File: src/inc/opd_pkg.sv
package opd_pkg;

	// Register byte offsets on the APB window
	localparam logic [7:0] OFF_WORD_ONE = 8'h00;
	localparam logic [7:0] OFF_WORD_TWO = 8'h04;
	localparam logic [7:0] OFF_STATUS   = 8'h08;
	localparam logic [7:0] OFF_CONTROL  = 8'h0C;
	localparam logic [7:0] OFF_PLL_FREQ = 8'h10;

	// Field positions in clock_config_word_one
	localparam int W1_SWMON_HI = 15;
	localparam int W1_SWMON_LO = 14;
	localparam int W1_PBDIV_HI = 13;
	localparam int W1_PBDIV_LO = 12;
	localparam int W1_CLKOUT   = 10;
	localparam int W1_POSC_HI  = 9;
	localparam int W1_POSC_LO  = 8;
	localparam int W1_TWOSPD   = 7;
	localparam int W1_SOSC     = 5;
	localparam int W1_SRC_HI   = 2;
	localparam int W1_SRC_LO   = 0;

	// Field positions in pll_config_word_two
	localparam int W2_ODIV_HI = 18;
	localparam int W2_ODIV_LO = 16;
	localparam int W2_USBDIS  = 15;
	localparam int W2_UDIV_HI = 10;
	localparam int W2_UDIV_LO = 8;
	localparam int W2_MUL_HI  = 6;
	localparam int W2_MUL_LO  = 4;

	// Bits that must be programmed as ones
	localparam logic [31:0] W1_RSVD_MASK = 32'h0000_0858;
	localparam logic [31:0] W2_RSVD_MASK = 32'hFFF8_7888;

	// Control register fields
	localparam int CTL_DIV_HI = 1;
	localparam int CTL_DIV_LO = 0;
	localparam int CTL_OVR    = 2;

	typedef enum logic [1:0] {
		POSC_EXT_CLOCK = 2'b00,
		POSC_STD_XTAL  = 2'b01,
		POSC_HS_XTAL   = 2'b10,
		POSC_OFF       = 2'b11
	} opd_posc_e;

	typedef enum logic [2:0] {
		SRC_FAST_RC      = 3'b000,
		SRC_FAST_RC_PLL  = 3'b001,
		SRC_PRIMARY      = 3'b010,
		SRC_PRIMARY_PLL  = 3'b011,
		SRC_SECONDARY    = 3'b100,
		SRC_LOW_POWER_RC = 3'b101,
		SRC_FAST_RC_D16  = 3'b110,
		SRC_FAST_RC_DIVN = 3'b111
	} opd_src_e;

	typedef enum logic [1:0] {
		ST_WAIT_LOAD = 2'b00,
		ST_INTERNAL  = 2'b01,
		ST_RUN       = 2'b10
	} opd_start_e;

	// Decoded clock setup, fixed from load until next reset
	typedef struct packed {
		logic      switch_enable;
		logic      monitor_enable;
		logic      prim_osc_enable;
		opd_posc_e prim_osc_mode;
		logic      clock_output_enable;
		logic      two_speed_startup_enable;
		logic      secondary_osc_enable;
		opd_src_e  oscillator_source_select;
		logic [8:0] pll_output_divisor;
		logic [3:0] pll_output_shift;
		logic      usb_pll_enable;
		logic      usb_pll_bypass;
		logic [3:0] usb_pll_input_divider;
		logic [4:0] pll_multiplier;
	} opd_setup_s;

	// APB request bundle
	typedef struct packed {
		logic        psel;
		logic        penable;
		logic        pwrite;
		logic [7:0]  paddr;
		logic [31:0] pwdata;
	} opd_apb_req_s;

endpackage

File: src/core/opd_config_decode.sv
// How it works
// - Upper switch bit kills switching and monitor
// - Bus clock is system clock over 1,2,4,8
// - Clock output only when enabled, primary off/external
// - Primary mode: off, fast crystal, crystal, external
// - Switchover bit starts on internal oscillator first for primary, primary PLL or secondary source
// - Secondary oscillator follows its enable bit
// - Three-bit field picks start-up clock source
// - PLL output divisor 1 to 256
// - USB PLL disable bit disables and bypasses it
// - USB PLL input divider 1 to 12
// - System PLL multiplier 15 to 24
//
// Implementation choices: the register offsets and register access over APB.
module opd_config_decode (
	input  wire logic                 pclk,
	input  wire logic                 presetn,
	input  wire opd_pkg::opd_apb_req_s apb_req,
	output logic [31:0]               prdata,
	output logic                      pready,
	output logic                      pslverr,
	input  wire logic [31:0]          clock_config_word_one,
	input  wire logic [31:0]          pll_config_word_two,
	input  wire logic                 osc_ready,
	input  wire logic [15:0]          pll_ref_khz,
	output opd_pkg::opd_setup_s       clock_setup,
	output opd_pkg::opd_src_e         active_source,
	output logic                      periph_bus_enable,
	output logic [1:0]                periph_bus_divisor,
	output logic                      clock_output,
	output logic                      clock_output_oe,
	output logic [23:0]               pll_out_khz
);

	typedef struct packed {
		logic               loaded;
		logic [31:0]        word_one;
		logic [31:0]        word_two;
		opd_pkg::opd_setup_s setup;
		opd_pkg::opd_start_e start;
		opd_pkg::opd_src_e  source;
		logic [1:0]         ctl_div;
		logic               ctl_ovr;
		logic [2:0]         pb_count;
		logic               pb_en;
		logic               clk_out;
		logic [31:0]        rdata;
		logic [23:0]        pll_khz;
	} opd_state_s;

	opd_state_s state_reg;
	opd_state_s state_next;
	opd_pkg::opd_setup_s dec;
	logic [1:0]  pb_div;
	logic [2:0]  pb_mask;
	logic        rsvd_ok;
	logic        conflict;
	logic        addr_ok;
	logic        setup_phase;
	logic        wr_access;
	logic [20:0] pll_product;

	// Field decode straight off the incoming words
	always_comb begin
		dec = '0;
		// Switching and monitor enables
		dec.switch_enable  = ~clock_config_word_one[opd_pkg::W1_SWMON_HI];
		dec.monitor_enable = ~clock_config_word_one[opd_pkg::W1_SWMON_HI]
			& ~clock_config_word_one[opd_pkg::W1_SWMON_LO];
		dec.prim_osc_mode = opd_pkg::opd_posc_e'(
			clock_config_word_one[opd_pkg::W1_POSC_HI:opd_pkg::W1_POSC_LO]);
		dec.prim_osc_enable = (dec.prim_osc_mode != opd_pkg::POSC_OFF);
		// Pin only carries a clock when no crystal sits on it
		dec.clock_output_enable = ~clock_config_word_one[opd_pkg::W1_CLKOUT]
			& ((dec.prim_osc_mode == opd_pkg::POSC_OFF)
			| (dec.prim_osc_mode == opd_pkg::POSC_EXT_CLOCK));
		dec.two_speed_startup_enable = clock_config_word_one[opd_pkg::W1_TWOSPD];
		dec.secondary_osc_enable = clock_config_word_one[opd_pkg::W1_SOSC];
		dec.oscillator_source_select = opd_pkg::opd_src_e'(
			clock_config_word_one[opd_pkg::W1_SRC_HI:opd_pkg::W1_SRC_LO]);
		// Output divisor is a power of two, kept as a shift too
		case (pll_config_word_two[opd_pkg::W2_ODIV_HI:opd_pkg::W2_ODIV_LO])
			3'b111: dec.pll_output_shift = 4'h8;
			default: dec.pll_output_shift = {1'b0,
				pll_config_word_two[opd_pkg::W2_ODIV_HI:opd_pkg::W2_ODIV_LO]};
		endcase
		dec.pll_output_divisor = 9'(9'h001 << dec.pll_output_shift);
		dec.usb_pll_enable = ~pll_config_word_two[opd_pkg::W2_USBDIS];
		dec.usb_pll_bypass = pll_config_word_two[opd_pkg::W2_USBDIS];
		case (pll_config_word_two[opd_pkg::W2_UDIV_HI:opd_pkg::W2_UDIV_LO])
			3'b000: dec.usb_pll_input_divider = 4'h1;
			3'b001: dec.usb_pll_input_divider = 4'h2;
			3'b010: dec.usb_pll_input_divider = 4'h3;
			3'b011: dec.usb_pll_input_divider = 4'h4;
			3'b100: dec.usb_pll_input_divider = 4'h5;
			3'b101: dec.usb_pll_input_divider = 4'h6;
			3'b110: dec.usb_pll_input_divider = 4'hA;
			default: dec.usb_pll_input_divider = 4'hC;
		endcase
		// Linear run 15..21, then a jump to 24
		case (pll_config_word_two[opd_pkg::W2_MUL_HI:opd_pkg::W2_MUL_LO])
			3'b111: dec.pll_multiplier = 5'h18;
			default: dec.pll_multiplier = 5'(5'h0F
				+ pll_config_word_two[opd_pkg::W2_MUL_HI:opd_pkg::W2_MUL_LO]);
		endcase
	end

	// Health checks on the captured words, reported only
	assign rsvd_ok = ((state_reg.word_one & opd_pkg::W1_RSVD_MASK) == opd_pkg::W1_RSVD_MASK)
		& ((state_reg.word_two & opd_pkg::W2_RSVD_MASK) == opd_pkg::W2_RSVD_MASK);
	assign conflict = (state_reg.setup.prim_osc_mode == opd_pkg::POSC_OFF)
		& (state_reg.setup.oscillator_source_select == opd_pkg::SRC_PRIMARY);

	// Software may override the default bus divisor at run time
	assign pb_div = state_reg.ctl_ovr ? state_reg.ctl_div
		: state_reg.word_one[opd_pkg::W1_PBDIV_HI:opd_pkg::W1_PBDIV_LO];
	assign pb_mask = 3'(({1'b0, 3'b001} << pb_div) - 4'h1);

	// Undivided reference input times multiplier, then the power-of-two divide
	// Both operands widened first so the product is never cut at 16 bits
	assign pll_product = {5'h00, pll_ref_khz}
		* {16'h0000, state_reg.setup.pll_multiplier};

	// Bus decode; zero wait states so pready stays high
	assign setup_phase = apb_req.psel & ~apb_req.penable;
	assign wr_access   = apb_req.psel & apb_req.penable & apb_req.pwrite;
	always_comb begin
		case (apb_req.paddr)
			opd_pkg::OFF_WORD_ONE,
			opd_pkg::OFF_WORD_TWO,
			opd_pkg::OFF_STATUS,
			opd_pkg::OFF_CONTROL,
			opd_pkg::OFF_PLL_FREQ: addr_ok = 1'b1;
			default: addr_ok = 1'b0;
		endcase
	end

	// Next-state for the whole block
	always_comb begin
		state_next = state_reg;
		// One-shot capture; nothing reloads until the next reset
		if (!state_reg.loaded) begin
			state_next.loaded   = 1'b1;
			state_next.word_one = clock_config_word_one;
			state_next.word_two = pll_config_word_two;
			state_next.setup    = dec;
			state_next.ctl_div  = clock_config_word_one[opd_pkg::W1_PBDIV_HI:opd_pkg::W1_PBDIV_LO];
		end

		// Start-up sequencing; only sources fed from outside need warm-up
		case (state_reg.start)
			opd_pkg::ST_WAIT_LOAD: begin
				if (state_reg.loaded) begin
					if (state_reg.setup.two_speed_startup_enable
						&& (state_reg.setup.oscillator_source_select == opd_pkg::SRC_PRIMARY
						|| state_reg.setup.oscillator_source_select == opd_pkg::SRC_PRIMARY_PLL
						|| state_reg.setup.oscillator_source_select == opd_pkg::SRC_SECONDARY)) begin
						state_next.start  = opd_pkg::ST_INTERNAL;
						state_next.source = opd_pkg::SRC_FAST_RC;
					end else begin
						state_next.start  = opd_pkg::ST_RUN;
						state_next.source = state_reg.setup.oscillator_source_select;
					end
				end
			end
			opd_pkg::ST_INTERNAL: begin
				if (osc_ready) begin
					state_next.start  = opd_pkg::ST_RUN;
					state_next.source = state_reg.setup.oscillator_source_select;
				end
			end
			opd_pkg::ST_RUN: begin
				state_next.start = opd_pkg::ST_RUN;
			end
			default: begin
				state_next.start = opd_pkg::ST_WAIT_LOAD;
			end
		endcase

		// Free-running bus clock enable, one pulse per divide period
		state_next.pb_count = 3'(state_reg.pb_count + 3'h1);
		state_next.pb_en    = state_reg.loaded
			&& ((state_reg.pb_count & pb_mask) == pb_mask);

		// Output pin clock at half the system rate
		state_next.clk_out = state_reg.setup.clock_output_enable
			& ~state_reg.clk_out;

		state_next.pll_khz = 24'(pll_product >> state_reg.setup.pll_output_shift);

		// Control is the only writable register
		if (wr_access && apb_req.paddr == opd_pkg::OFF_CONTROL) begin
			state_next.ctl_div = apb_req.pwdata[opd_pkg::CTL_DIV_HI:opd_pkg::CTL_DIV_LO];
			state_next.ctl_ovr = apb_req.pwdata[opd_pkg::CTL_OVR];
		end

		// Read data is registered in the setup cycle
		if (setup_phase) begin
			case (apb_req.paddr)
				opd_pkg::OFF_WORD_ONE: state_next.rdata = state_reg.word_one;
				opd_pkg::OFF_WORD_TWO: state_next.rdata = state_reg.word_two;
				opd_pkg::OFF_STATUS:   state_next.rdata = {25'h000_0000, state_reg.source,
					(state_reg.start == opd_pkg::ST_RUN), conflict, rsvd_ok,
					state_reg.loaded};
				opd_pkg::OFF_CONTROL:  state_next.rdata = {29'h0000_0000, state_reg.ctl_ovr,
					state_reg.ctl_div};
				opd_pkg::OFF_PLL_FREQ: state_next.rdata = {8'h00, state_reg.pll_khz};
				default:               state_next.rdata = 32'h0000_0000;
			endcase
		end
	end

	// Single state register; reset values are constants only
	always_ff @(posedge pclk or negedge presetn) begin
		if (!presetn) begin
			state_reg <= '0;
		end else begin
			state_reg <= state_next;
		end
	end

	// Outputs straight from flops except the bus divisor mux, handshake combinational
	assign prdata             = state_reg.rdata;
	assign pready             = 1'b1;
	assign pslverr            = apb_req.psel & apb_req.penable & (~addr_ok
		| (apb_req.pwrite & (apb_req.paddr != opd_pkg::OFF_CONTROL)));
	assign clock_setup        = state_reg.setup;
	assign active_source      = state_reg.source;
	assign periph_bus_enable  = state_reg.pb_en;
	assign periph_bus_divisor = pb_div;
	assign clock_output       = state_reg.clk_out;
	assign clock_output_oe    = state_reg.setup.clock_output_enable;
	assign pll_out_khz        = state_reg.pll_khz;

endmodule

File: config.mk
export PLATFORM = sky130hd
export DESIGN_NAME = opd_config_decode
export DESIGN_NICKNAME = d
export VERILOG_FILES = /design/src/inc/opd_pkg.sv /design/src/core/opd_config_decode.sv
export SDC_FILE = /design/constraint.sdc
export NUM_CORES = 1
export LEC_CHECK = 0
export BUFFER_PORTS_ARGS = -buffer_cell sky130_fd_sc_hd__buf_4
export CAP_MARGIN = 20
export CELL_PAD_IN_SITES_DETAIL_PLACEMENT = 0
export CELL_PAD_IN_SITES_GLOBAL_PLACEMENT = 1
export CORE_ASPECT_RATIO = 1.5
export CORE_MARGIN = 2
export CORE_UTILIZATION = 43
export CTS_BUF_LIST = sky130_fd_sc_hd__clkbuf_16
export DETAILED_ROUTE_END_ITERATION = 8
export PLACE_DENSITY = 0.92
export SKIP_CTS_REPAIR_TIMING = 1
export SLEW_MARGIN = 5
export SYNTH_ARGS = -nofsm -noshare
export SYNTH_HDL_FRONTEND = slang
export SYNTH_SLANG_ARGS = --single-unit
File: constraint.sdc
create_clock -name pclk -period 6 [get_ports pclk]
set_input_delay 0.6 -clock pclk [delete_from_list [all_inputs] [get_ports pclk]]
set_output_delay 0.6 -clock pclk [all_outputs]
set_load 0.02 [all_outputs]
# Yosys cells after proc, flatten, opt, wreduce, memory -nomap -nowiden
# Index checks and enable logic that the tools add are counted.
# Widths: inputs -> output; s select.
word_totals:
  ff_bits: 169
  input_bits: 126
classes:
  addsub: 3
  multipliers: 1
  eq_ne: 27
  shift: 3
  muxes: 13
  bitwise: 20
  reduce_logical: 13
op_table:
  columns: ["operator", "count"]
  rows:
  - ["$pmux 32 s5", 1]
  - ["$pmux 4 s7", 1]
  - ["$shr 21x4->24", 1]
  - ["$mul 16x5->21", 1]
  - ["$mux 5", 4]
  - ["$eq 19x19->1 const B", 1]
  - ["$eq 3x3->1 const B", 6]
  - ["$eq 8x4->1 const B", 2]
  - ["$eq 3x2->1 const B", 4]
  - ["$and 1x1->1", 10]
  - ["$shl 1x4->9 const A", 1]
  - ["$eq 8x3->1 const B", 1]
  - ["$eq 8x5->1 const B", 1]
  - ["$logic_not 8->1", 1]
  - ["$ne 8x4->1 const B", 1]
  - ["$not 1->1", 7]
  - ["$eq 2x2->1 const B", 3]
  - ["$ne 2x2->1 const B", 3]
  - ["$pmux 2 s3", 1]
  - ["$pmux 3 s2", 1]
  - ["$add 4x3->5 const A", 1]
  - ["$reduce_or 5->1", 1]
  - ["$eq 4x4->1 const B", 1]
  - ["$logic_not 2->1", 2]
  - ["other kinds (19)", 24]

# Logic depth before layout (Yosys ltp)
# Gate-level depths: netlist of run 1.
depth:
  word_depth: 7
  ltp_mapped: 18
  ltp_nobuf: 16

# Least setup slack after synthesis of run 1
# OpenSTA, ideal clock, no wires.
synth_timing:
  path_kind: "input port to flip-flop"
  startpoint: "in pll_ref_khz[3]"
  endpoint: "reg state_reg (netlist bit pll_out_khz[11])"
  arrival_ns: 4.526
  required_time_ns: 5.920
  slack_ns: 1.394
  stages: 16
  path_cell_list: "and2_1 fa_1 fa_1 inv_1 fa_1 inv_1 ha_1 buf_4 o211ai_2 o21a_4 nor4_4 nor3_2 xor2_1 mux4_2 or3_1 o211ai_2"
synth_lines:
  columns: ["element", "line_no", "text"]
  rows:
  - ["from (decl)", "opd_config_decode.sv:25", "input wire logic [15:0] pll_ref_khz,"]
  - ["to (signal assigned)", "opd_config_decode.sv:218", "state_reg <= state_next;"]
  - ["to (decl)", "opd_config_decode.sv:51", "opd_state_s state_reg;"]

==> metrics.sh, run 1 <==
SETUP.WORST_PATH.CLASS='reg2reg'
MAX_SLEW_MARGIN_PCT=38.45
GRT_FIRST_PASS_WIRELENGTH_MM=43.57
NUMBER_OF_SYNTHESIZED_FLOPS_WITH_AN_ENABLE_PIN=0
REPORT.FINAL.SLEW_VIOL_COUNT=0
DIE_H_UM=198.6
MAX_CLOCK_FREQ_GHz=0.1865
CP_TOP_DELAY_FAMILY='adder cells'
RR_ENDPOINT='pll_out_khz[6]'
P_SEQ_SHARE_PCT=30.3
CRITPATHMAXFANOUT=18
CRITICAL_PATH_RT_PS=6270
INITIAL_UTILIZATION_PCT=43.49
CELL_INTERNAL_PWR_mW=2.683
POWER.SWITCHING_FRACTION_PCT=41.07
SYN_AREA_PER_CELL_UM2=9.633
BUFFER_PORTS.INSERTED=193
FINAL_ANTENNA_NET_COUNT=0
N_ANTENNA_CELL=0
CRIT_PATH_FREQUENT_CELL='sky130_fd_sc_hd__fa_1'
REG2REG_SETUP_SLACK_PS=640
ROUTEDWLPERCELL_UM=17.65
ROUTED_WL_MM=27.11
SYNTH_TOP_CELL_BY_AREA='sky130_fd_sc_hd__dfrtp_1'
POST-ROUTE-PERIOD-UTIL_PCT=89.36
GRT.OVERFLOW.TOTAL=0
REG2REG_FROM='clock_setup[4]'
NETLIST_TOP_CELLS_AREA='sky130_fd_sc_hd__dfrtp_1 36%, sky130_fd_sc_hd__fa_1 7.7%, sky130_fd_sc_hd__mux2_2 6.9%, sky130_fd_sc_hd__buf_4 6.6%, sky130_fd_sc_hd__nand2_1 4.6%'
WORST_HOLD_PATH_TYPE='in2async'
LAYOUT.CELLS.MOST_COMMON='sky130_fd_sc_hd__buf_4'
FIRST_GLOBAL_VIAS=8542
PATH_CELLS='and2_1, fa_1, fa_1, inv_1, fa_1, inv_1, ha_1, o211ai_2, o211ai_1, a21oi_1, xor2_1, nand2b_1, mux2i_1, a211oi_1, a221oi_2'
GRT_ANTENNA_BEFORE_REPAIR=0
WORST_CLOCK_SKEW_PS=12.33
DRIVE_GT1_SHARE_PCT=27.48
CTS_INSERTED_BUFFERS=17
GRT_USE_MET3_PCT=2.829
DRT-INITIAL-DRC-COUNT=592
CRIT_ARRIVAL_PS=5640
HTREE_LEVELS=4
SYNTH_LARGEST_TYPE_AREA_FRACTION_PCT=36.42
DIE-WIDTH_UM=133.7
FINALWORSTSETUPSLACK_PS=638.1
GROUTE.LAYER.MET1.USAGE_PCT=23.06
MAX_CAPACITANCE_VIOLATION_COUNT=0
TNS_PS=0
GRT_MAX_DEGREE=95
CORE_AREA_UM2=24960
P_LEAK_nW=5.726
FINALNETCOUNT=1399
POWER-PER-CELL-AREA_nW_PER_UM2=366.1
CTS_TREE='yes'
ROUTE.VIAS.TOTAL=8589
COMB_POWER_SHARE_PCT=47.3
SYNTH-SEQ-AREA-SHARE_PCT=36.42
WORSTMARGINPINSLEW_PS=923.3
GP_CONGESTION=0.8987
FINAL_HOLD_VIOL_COUNT=0
YS_ASYNC_SR_FRACTION_PCT=100.0
CLOCKROOTBUFFER='sky130_fd_sc_hd__clkbuf_16'
GRTUSAGEMET2_PCT=37.78
DESIGN.PORTCOUNT=227
CRIT_PATH_END_KIND='flip-flop'
CLKLATENCYLATEPIN_PS=430
POWER.IR.VDD_WORST_mV=0.2540
CLK_PIN_SLEW_PS=70
WORST_PATH_LARGEST_CELL_DELAY_PS=730
FP.DIEAREA_UM2=26560
DRT_PASS1_ITERATIONS=6
YOSYS_REGISTER_BITS=158
OUTCOME='complete, no violations'
GRT_UTIL_ALL_LAYERS_PCT=20.44
FINALCRITICALPERIOD_PS=5362
ROW_COUNT=71
YOSYS_MOST_USED_DFF='sky130_fd_sc_hd__dfrtp_1'
SYNTH-WARNING-COUNT=0
VIAS_PER_CELL=5.592
NUMCLOCKSINKS=158
LAYOUT-AREA-OVERHEAD-VS-SYNTH_PCT=14.53
SYNTH_CELL_TYPE_COUNT=75
TOP_USAGE_LAYER='met2'
FINAL_SETUP_VIOLATION_COUNT=0
LAYOUT.CELLS.MOST_COMMON_LIST='204 x sky130_fd_sc_hd__buf_4, 157 x sky130_fd_sc_hd__dfrtp_1, 133 x sky130_fd_sc_hd__nand2_1'
NETLIST_INSTANCES=1127
CTS-ROOT-TO-SINK-BUFFERS=2
CRIT_PATH_TOP_DELAY_CELL='sky130_fd_sc_hd__dfrtp_1'
CLOCK_POWER_SHARE_PCT=22.4
LARGEST_REGISTER_FFS=73
RSZ0062_AT_GRT='no'
R2R.WORST_PATH.CELLS=15
TIMING.CRITICAL_PATH.BUF_INV=2
FILLCELLCOUNT=2249
REMAINING_DRC_ERRORS=0
PLACEMENT.SETUP.WORST_SLACK_PS=682.2
DP_HPWL_MM=20.81
SYN-CELL-AREA_UM2=10860
SWITCHING_POWER_mW=1.870
TIMING.CRITICAL_PATH.FROM_TYPE='flip-flop'
-- worst max path at each step --
| stage | startpoint | endpoint | slack [ps] | depth (start not counted) |
|---|---|---|---|---|
| floorplan | pll_ref_khz[3] | pll_out_khz[11] | 1390 | 16 |
| detailed placement | pll_ref_khz[3] | pll_out_khz[6] | 680 | 16 |
| CTS | clock_setup[4] | pll_out_khz[6] | 680 | 15 |
| global route | clock_setup[3] | pll_out_khz[10] | 360 | 15 |
| finish | clock_setup[4] | pll_out_khz[6] | 640 | 15 |
| global placement | pll_ref_khz[3] | pll_out_khz[6] | 780 | 16 |
-- final cells by class --
type / instances / area (um^2) / share of cell area, %
timing repair buffer: 205 / 1543 / 12.41
sequential: 158 / 3958 / 31.83
clock inverter: 15 / 136.4 / 1.097
multi-input combinational: 759 / 5759 / 46.32
inverter: 54 / 202.7 / 1.630
clock buffer: 17 / 425.4 / 3.421
tap: 328 / 410.4 / 3.300
-- through the flow --
| step | instances | cell area, um^2 | util (%) | hold WS (ps) | power (mW) |
|---|---|---|---|---|---|
| final | 1536 | 12430 | 49.81 | 229.0 | 4.553 |
| after global placement | 1504 | 11870 | 47.56 | 417.1 | 3.490 |
| after floorplan | 1130 | 10870 | - | 304.4 | 3.012 |
| after CTS | 1536 | 12430 | 49.81 | 282.3 | 4.564 |
| after global routing | 1536 | 12430 | 49.81 | 318.2 | 4.842 |
| after detailed placement | 1504 | 11870 | 47.56 | 416.5 | 3.540 |
-- kinds of logic after synthesis --
logic type                 synth area share, %
AOI/OAI and AO/OA                        16.09
DFF                                      36.42
xor gates and xnor gates                 1.049
buffers and inverters                    10.73
muxes                                    9.715
adders and majority gates                11.89
and+or+nand+nor                          14.04
other                                  0.06917
-- synthesized netlist by cell type, drive strengths merged, types with 18 or more instances --
cell type	count
a21oi	71
a222oi	18
and2	43
buf	105
clkbuf	54
dfrtp	158
fa	42
ha	36
inv	53
mux2	67
mux2i	21
nand2	133
nand3	18
nor2	80
o21ai	42
-- power by group through the flow --
stage / Sequential, mW / Combinational, mW / Clock (mW)
6_report: 1.38 / 2.15 / 1.02
5_1_grt: 1.40 / 2.36 / 1.08
4_1_cts: 1.38 / 2.15 / 1.03
3_5_place_dp: 1.40 / 2.14 / 0
3_3_place_gp: 1.39 / 2.10 / 0
2_1_floorplan: 1.33 / 1.68 / 0
-- per-layer routing --
metal	vias to the layer above	routed length (um)
li1	3997	-
met1	4246	10190
met2	291	14600
met3	55	1315
met4	0	1013
met5	-	0
No activity file was read; power rests on OpenSTA's default activity.
==> inputs of run 2 (changes only) <==
Settings changed: BUFFER_PORTS_ARGS -buffer_cell sky130_fd_sc_hd__buf_4 to not set, CORE_UTILIZATION 43 to 50, DONT_BUFFER_PORTS set to 1.
==> run 2 against run 1 <==
- critical path depth unchanged
- clock-buffer cell count unchanged
- fmax grew 1.6%
- routed wire length is 4.5% lower
- design area decreased by 12%
- clock power about the same
- setup slack gained 84 ps
- power down 5.8%
- die area shrank 14%
- worst hold slack worse by 30 ps
- critical endpoint is now pll_out_khz[10]
- largest cell class unchanged
==> metrics.sh, run 2 (same netlist as run 1, synthesis figures left out) <==
POWER-PER-CELL-AREA_nW_PER_UM2=391.7  # was 366.1 nW/um^2
WORST_HOLD_PATH_TYPE='in2async'  # unchanged
CORE_AREA_UM2=21470  # was 24960 um^2
GRT_MAX_DEGREE=159  # was 95
CRIT_PATH_TOP_DELAY_CELL='sky130_fd_sc_hd__dfrtp_1'  # unchanged
NUMCLOCKSINKS=158  # unchanged
POST-ROUTE-PERIOD-UTIL_PCT=87.97  # was 89.36%
P_LEAK_nW=4.820  # was 5.726 nW
PATH_CELLS='and2_1, fa_1, fa_1, inv_1, fa_1, inv_1, ha_1, o211ai_2, o21a_4, nor4_4, nor4b_1, nor3_1, nor2_1, mux2i_1, o221ai_1'  # was and2_1, fa_1, fa_1, inv_1, fa_1, inv_1, ha_1, o211ai_2, o211ai_1, a21oi_1, xor2_1, nand2b_1, mux2i_1, a211oi_1, a221oi_2
WORST_CLOCK_SKEW_PS=12.39  # was 12.33 ps
ROW_COUNT=66  # was 71
SWITCHING_POWER_mW=1.796  # was 1.870 mW
CTS-ROOT-TO-SINK-BUFFERS=2  # unchanged
DRT_PASS1_ITERATIONS=6  # unchanged
HTREE_LEVELS=4  # unchanged
FINAL_SETUP_VIOLATION_COUNT=0  # unchanged
OUTCOME='complete, no violations'  # unchanged
FINALWORSTSETUPSLACK_PS=722.0  # was 638.1 ps
DIE_H_UM=184.5  # was 198.6 um
CRITICAL_PATH_RT_PS=6270  # about the same
POWER.IR.VDD_WORST_mV=0.1710  # was 0.2540 mV
MAX_SLEW_MARGIN_PCT=37.42  # was 38.45%
DIE-WIDTH_UM=124.3  # was 133.7 um
BUFFER_PORTS.INSERTED=0  # was 193
FINALNETCOUNT=1209  # was 1399
GRT_ANTENNA_BEFORE_REPAIR=1  # was 0
GRT_UTIL_ALL_LAYERS_PCT=22.44  # was 20.44%
ROUTE.VIAS.TOTAL=7874  # was 8589
FINAL_HOLD_VIOL_COUNT=0  # unchanged
FINALCRITICALPERIOD_PS=5278  # was 5362 ps
LAYOUT.CELLS.MOST_COMMON='sky130_fd_sc_hd__dfrtp_1'  # was sky130_fd_sc_hd__buf_4
COMB_POWER_SHARE_PCT=40.2  # was 47.3%
GP_CONGESTION=0.8750  # was 0.8987
GRT.OVERFLOW.TOTAL=0  # unchanged
FINAL_CELL_AREA_UM2=10950  # was 12430 um^2
CLOCK_POWER_SHARE_PCT=23.4  # was 22.4%
VIAS_PER_CELL=6.099  # was 5.592
CTS_INSERTED_BUFFERS=17  # unchanged
CRITPATHMAXFANOUT=14  # was 18
LAYOUT.CELLS.MOST_COMMON_LIST='157 x sky130_fd_sc_hd__dfrtp_1, 133 x sky130_fd_sc_hd__nand2_1, 79 x sky130_fd_sc_hd__nor2_1'  # was 204 x sky130_fd_sc_hd__buf_4, 157 x sky130_fd_sc_hd__dfrtp_1, 133 x sky130_fd_sc_hd__nand2_1
CLOCKROOTBUFFER='sky130_fd_sc_hd__clkbuf_16'  # unchanged
FILLCELLCOUNT=1956  # was 2249
TIMING.CRITICAL_PATH.FROM='clock_setup[3]'  # was clock_setup[4]
ROUTED_WL_MM=25.88  # was 27.11 mm
INITIAL_UTILIZATION_PCT=50.57  # was 43.49%
FP.DIEAREA_UM2=22930  # was 26560 um^2
MAX_CLOCK_FREQ_GHz=0.1895  # was 0.1865 GHz
RSZ0062_AT_GRT='no'  # unchanged
WORST_PATH_LARGEST_CELL_DELAY_PS=660  # was 730 ps
CLK_PIN_SLEW_PS=60  # was 70 ps
FINAL_ANTENNA_NET_COUNT=0  # unchanged
LAYOUT-AREA-OVERHEAD-VS-SYNTH_PCT=0.8183  # was 14.53%
CTS_TREE='yes'  # unchanged
WORSTMARGINPINSLEW_PS=938.7  # was 923.3 ps
FIRST_GLOBAL_VIAS=7921  # was 8542
TIMING.CRITICAL_PATH.FROM_TYPE='flip-flop'  # unchanged
POSTLAYOUTCOREUTIL_PCT=50.98  # was 49.81%
REG2REG_FROM='clock_setup[3]'  # was clock_setup[4]
SETUP.WORST_PATH.CLASS='reg2reg'  # unchanged
GRT_FIRST_PASS_WIRELENGTH_MM=41.68  # was 43.57 mm
REPORT.FINAL.SLEW_VIOL_COUNT=0  # unchanged
DESIGN_POWER_TOTAL_mW=4.287  # was 4.553 mW
DP_HPWL_MM=19.52  # was 20.81 mm
CRIT_PATH_END_KIND='flip-flop'  # unchanged
CRIT_ARRIVAL_PS=5550  # was 5640 ps
FINAL_CELLS=1291  # was 1536
MAX_CAPACITANCE_VIOLATION_COUNT=0  # unchanged
POWER.SWITCHING_FRACTION_PCT=41.88  # was 41.07%
DRIVE_GT1_SHARE_PCT=13.75  # was 27.48%
DESIGN.PORTCOUNT=227  # unchanged
FINALHOLDWORSTSLACK_PS=198.7  # was 229.0 ps
PLACEMENT.SETUP.WORST_SLACK_PS=783.9  # was 682.2 ps
P_SEQ_SHARE_PCT=36.4  # was 30.3%
PLACEMENT.CELL_AREA_UM2=10360  # was 11870 um^2
LARGEST_REGISTER_FFS=73  # unchanged
DRT-INITIAL-DRC-COUNT=688  # was 592
CELL_INTERNAL_PWR_mW=2.491  # was 2.683 mW
TNS_PS=0  # unchanged
PLACE.DETAILED.INSTANCES=1257  # was 1504
CLKLATENCYLATEPIN_PS=430  # about the same
REMAINING_DRC_ERRORS=0  # unchanged
CRIT_PATH_FREQUENT_CELL='sky130_fd_sc_hd__fa_1'  # unchanged
ROUTEDWLPERCELL_UM=20.05  # was 17.65 um
run 2: cell types whose count changed in the layout (fill, tap and decap cells not counted), sizes merged:
| cell | delta |
|---|---|
| inv | -3 |
| clkinv | +8 |
| buf | -190 |
| diode | +1 |
| clkinvlp | -5 |
run 2: path summary, 6_finish.rpt:
kind | cells after the start | endpoint | slack, ps
min in group pclk | 1 | clock_output_oe | 250
max | 15 | pll_out_khz[10] | 720
max in group asynchronous | 1 | prdata[28] | 5250
min | 1 | state_reg[138] | 200
max reg2reg | 15 | pll_out_khz[10] | 720
min reg2reg | 1 | state_reg[58] | 460
run 2: layout make-up:
type | instances | area, um^2 | area share [%]
antenna | 1 | 2.502 | 0.02286
tap | 272 | 340.3 | 3.109
clock inverter | 15 | 125.1 | 1.143
inverter | 54 | 202.7 | 1.852
clock buffer | 17 | 425.4 | 3.887
multi-input combinational | 759 | 5759 | 52.62
timing repair buffer | 15 | 132.6 | 1.212
sequential | 158 | 3958 | 36.16
run 2: power groups by stage:
| stage | Sequential, mW | Clock (mW) | Combinational [mW] |
|---|---|---|---|
| detailed placement | 1.58 | 0 | 1.68 |
| finish | 1.56 | 1.00 | 1.72 |
| CTS | 1.56 | 1.01 | 1.69 |
| global placement | 1.58 | 0 | 1.65 |
| global route | 1.58 | 1.07 | 1.92 |
| floorplan | 1.33 | 0 | 1.68 |
run 2: worst max-delay path, delay by kind of cell, from the launching register on:
kind / cells / cell delay (ps)
adders and majority gates: 4 / 1970
buffers and inverters: 2 / 90
DFF: 1 / 660
and+or+nand+nor: 5 / 1380
AOI/OAI and AO/OA: 3 / 650
muxes: 1 / 340
run 2: metal layers:
| metal | share of wire (%) | GRT usage (%) | up-vias |
|---|---|---|---|
| met1 | 37 | 25.03 | 3932 |
| li1 | - | - | 3633 |
| met4 | 2.7 | 8.719 | 0 |
| met2 | 54 | 41.62 | 257 |
| met5 | 0 | 0 | - |
| met3 | 6.1 | 4.848 | 52 |
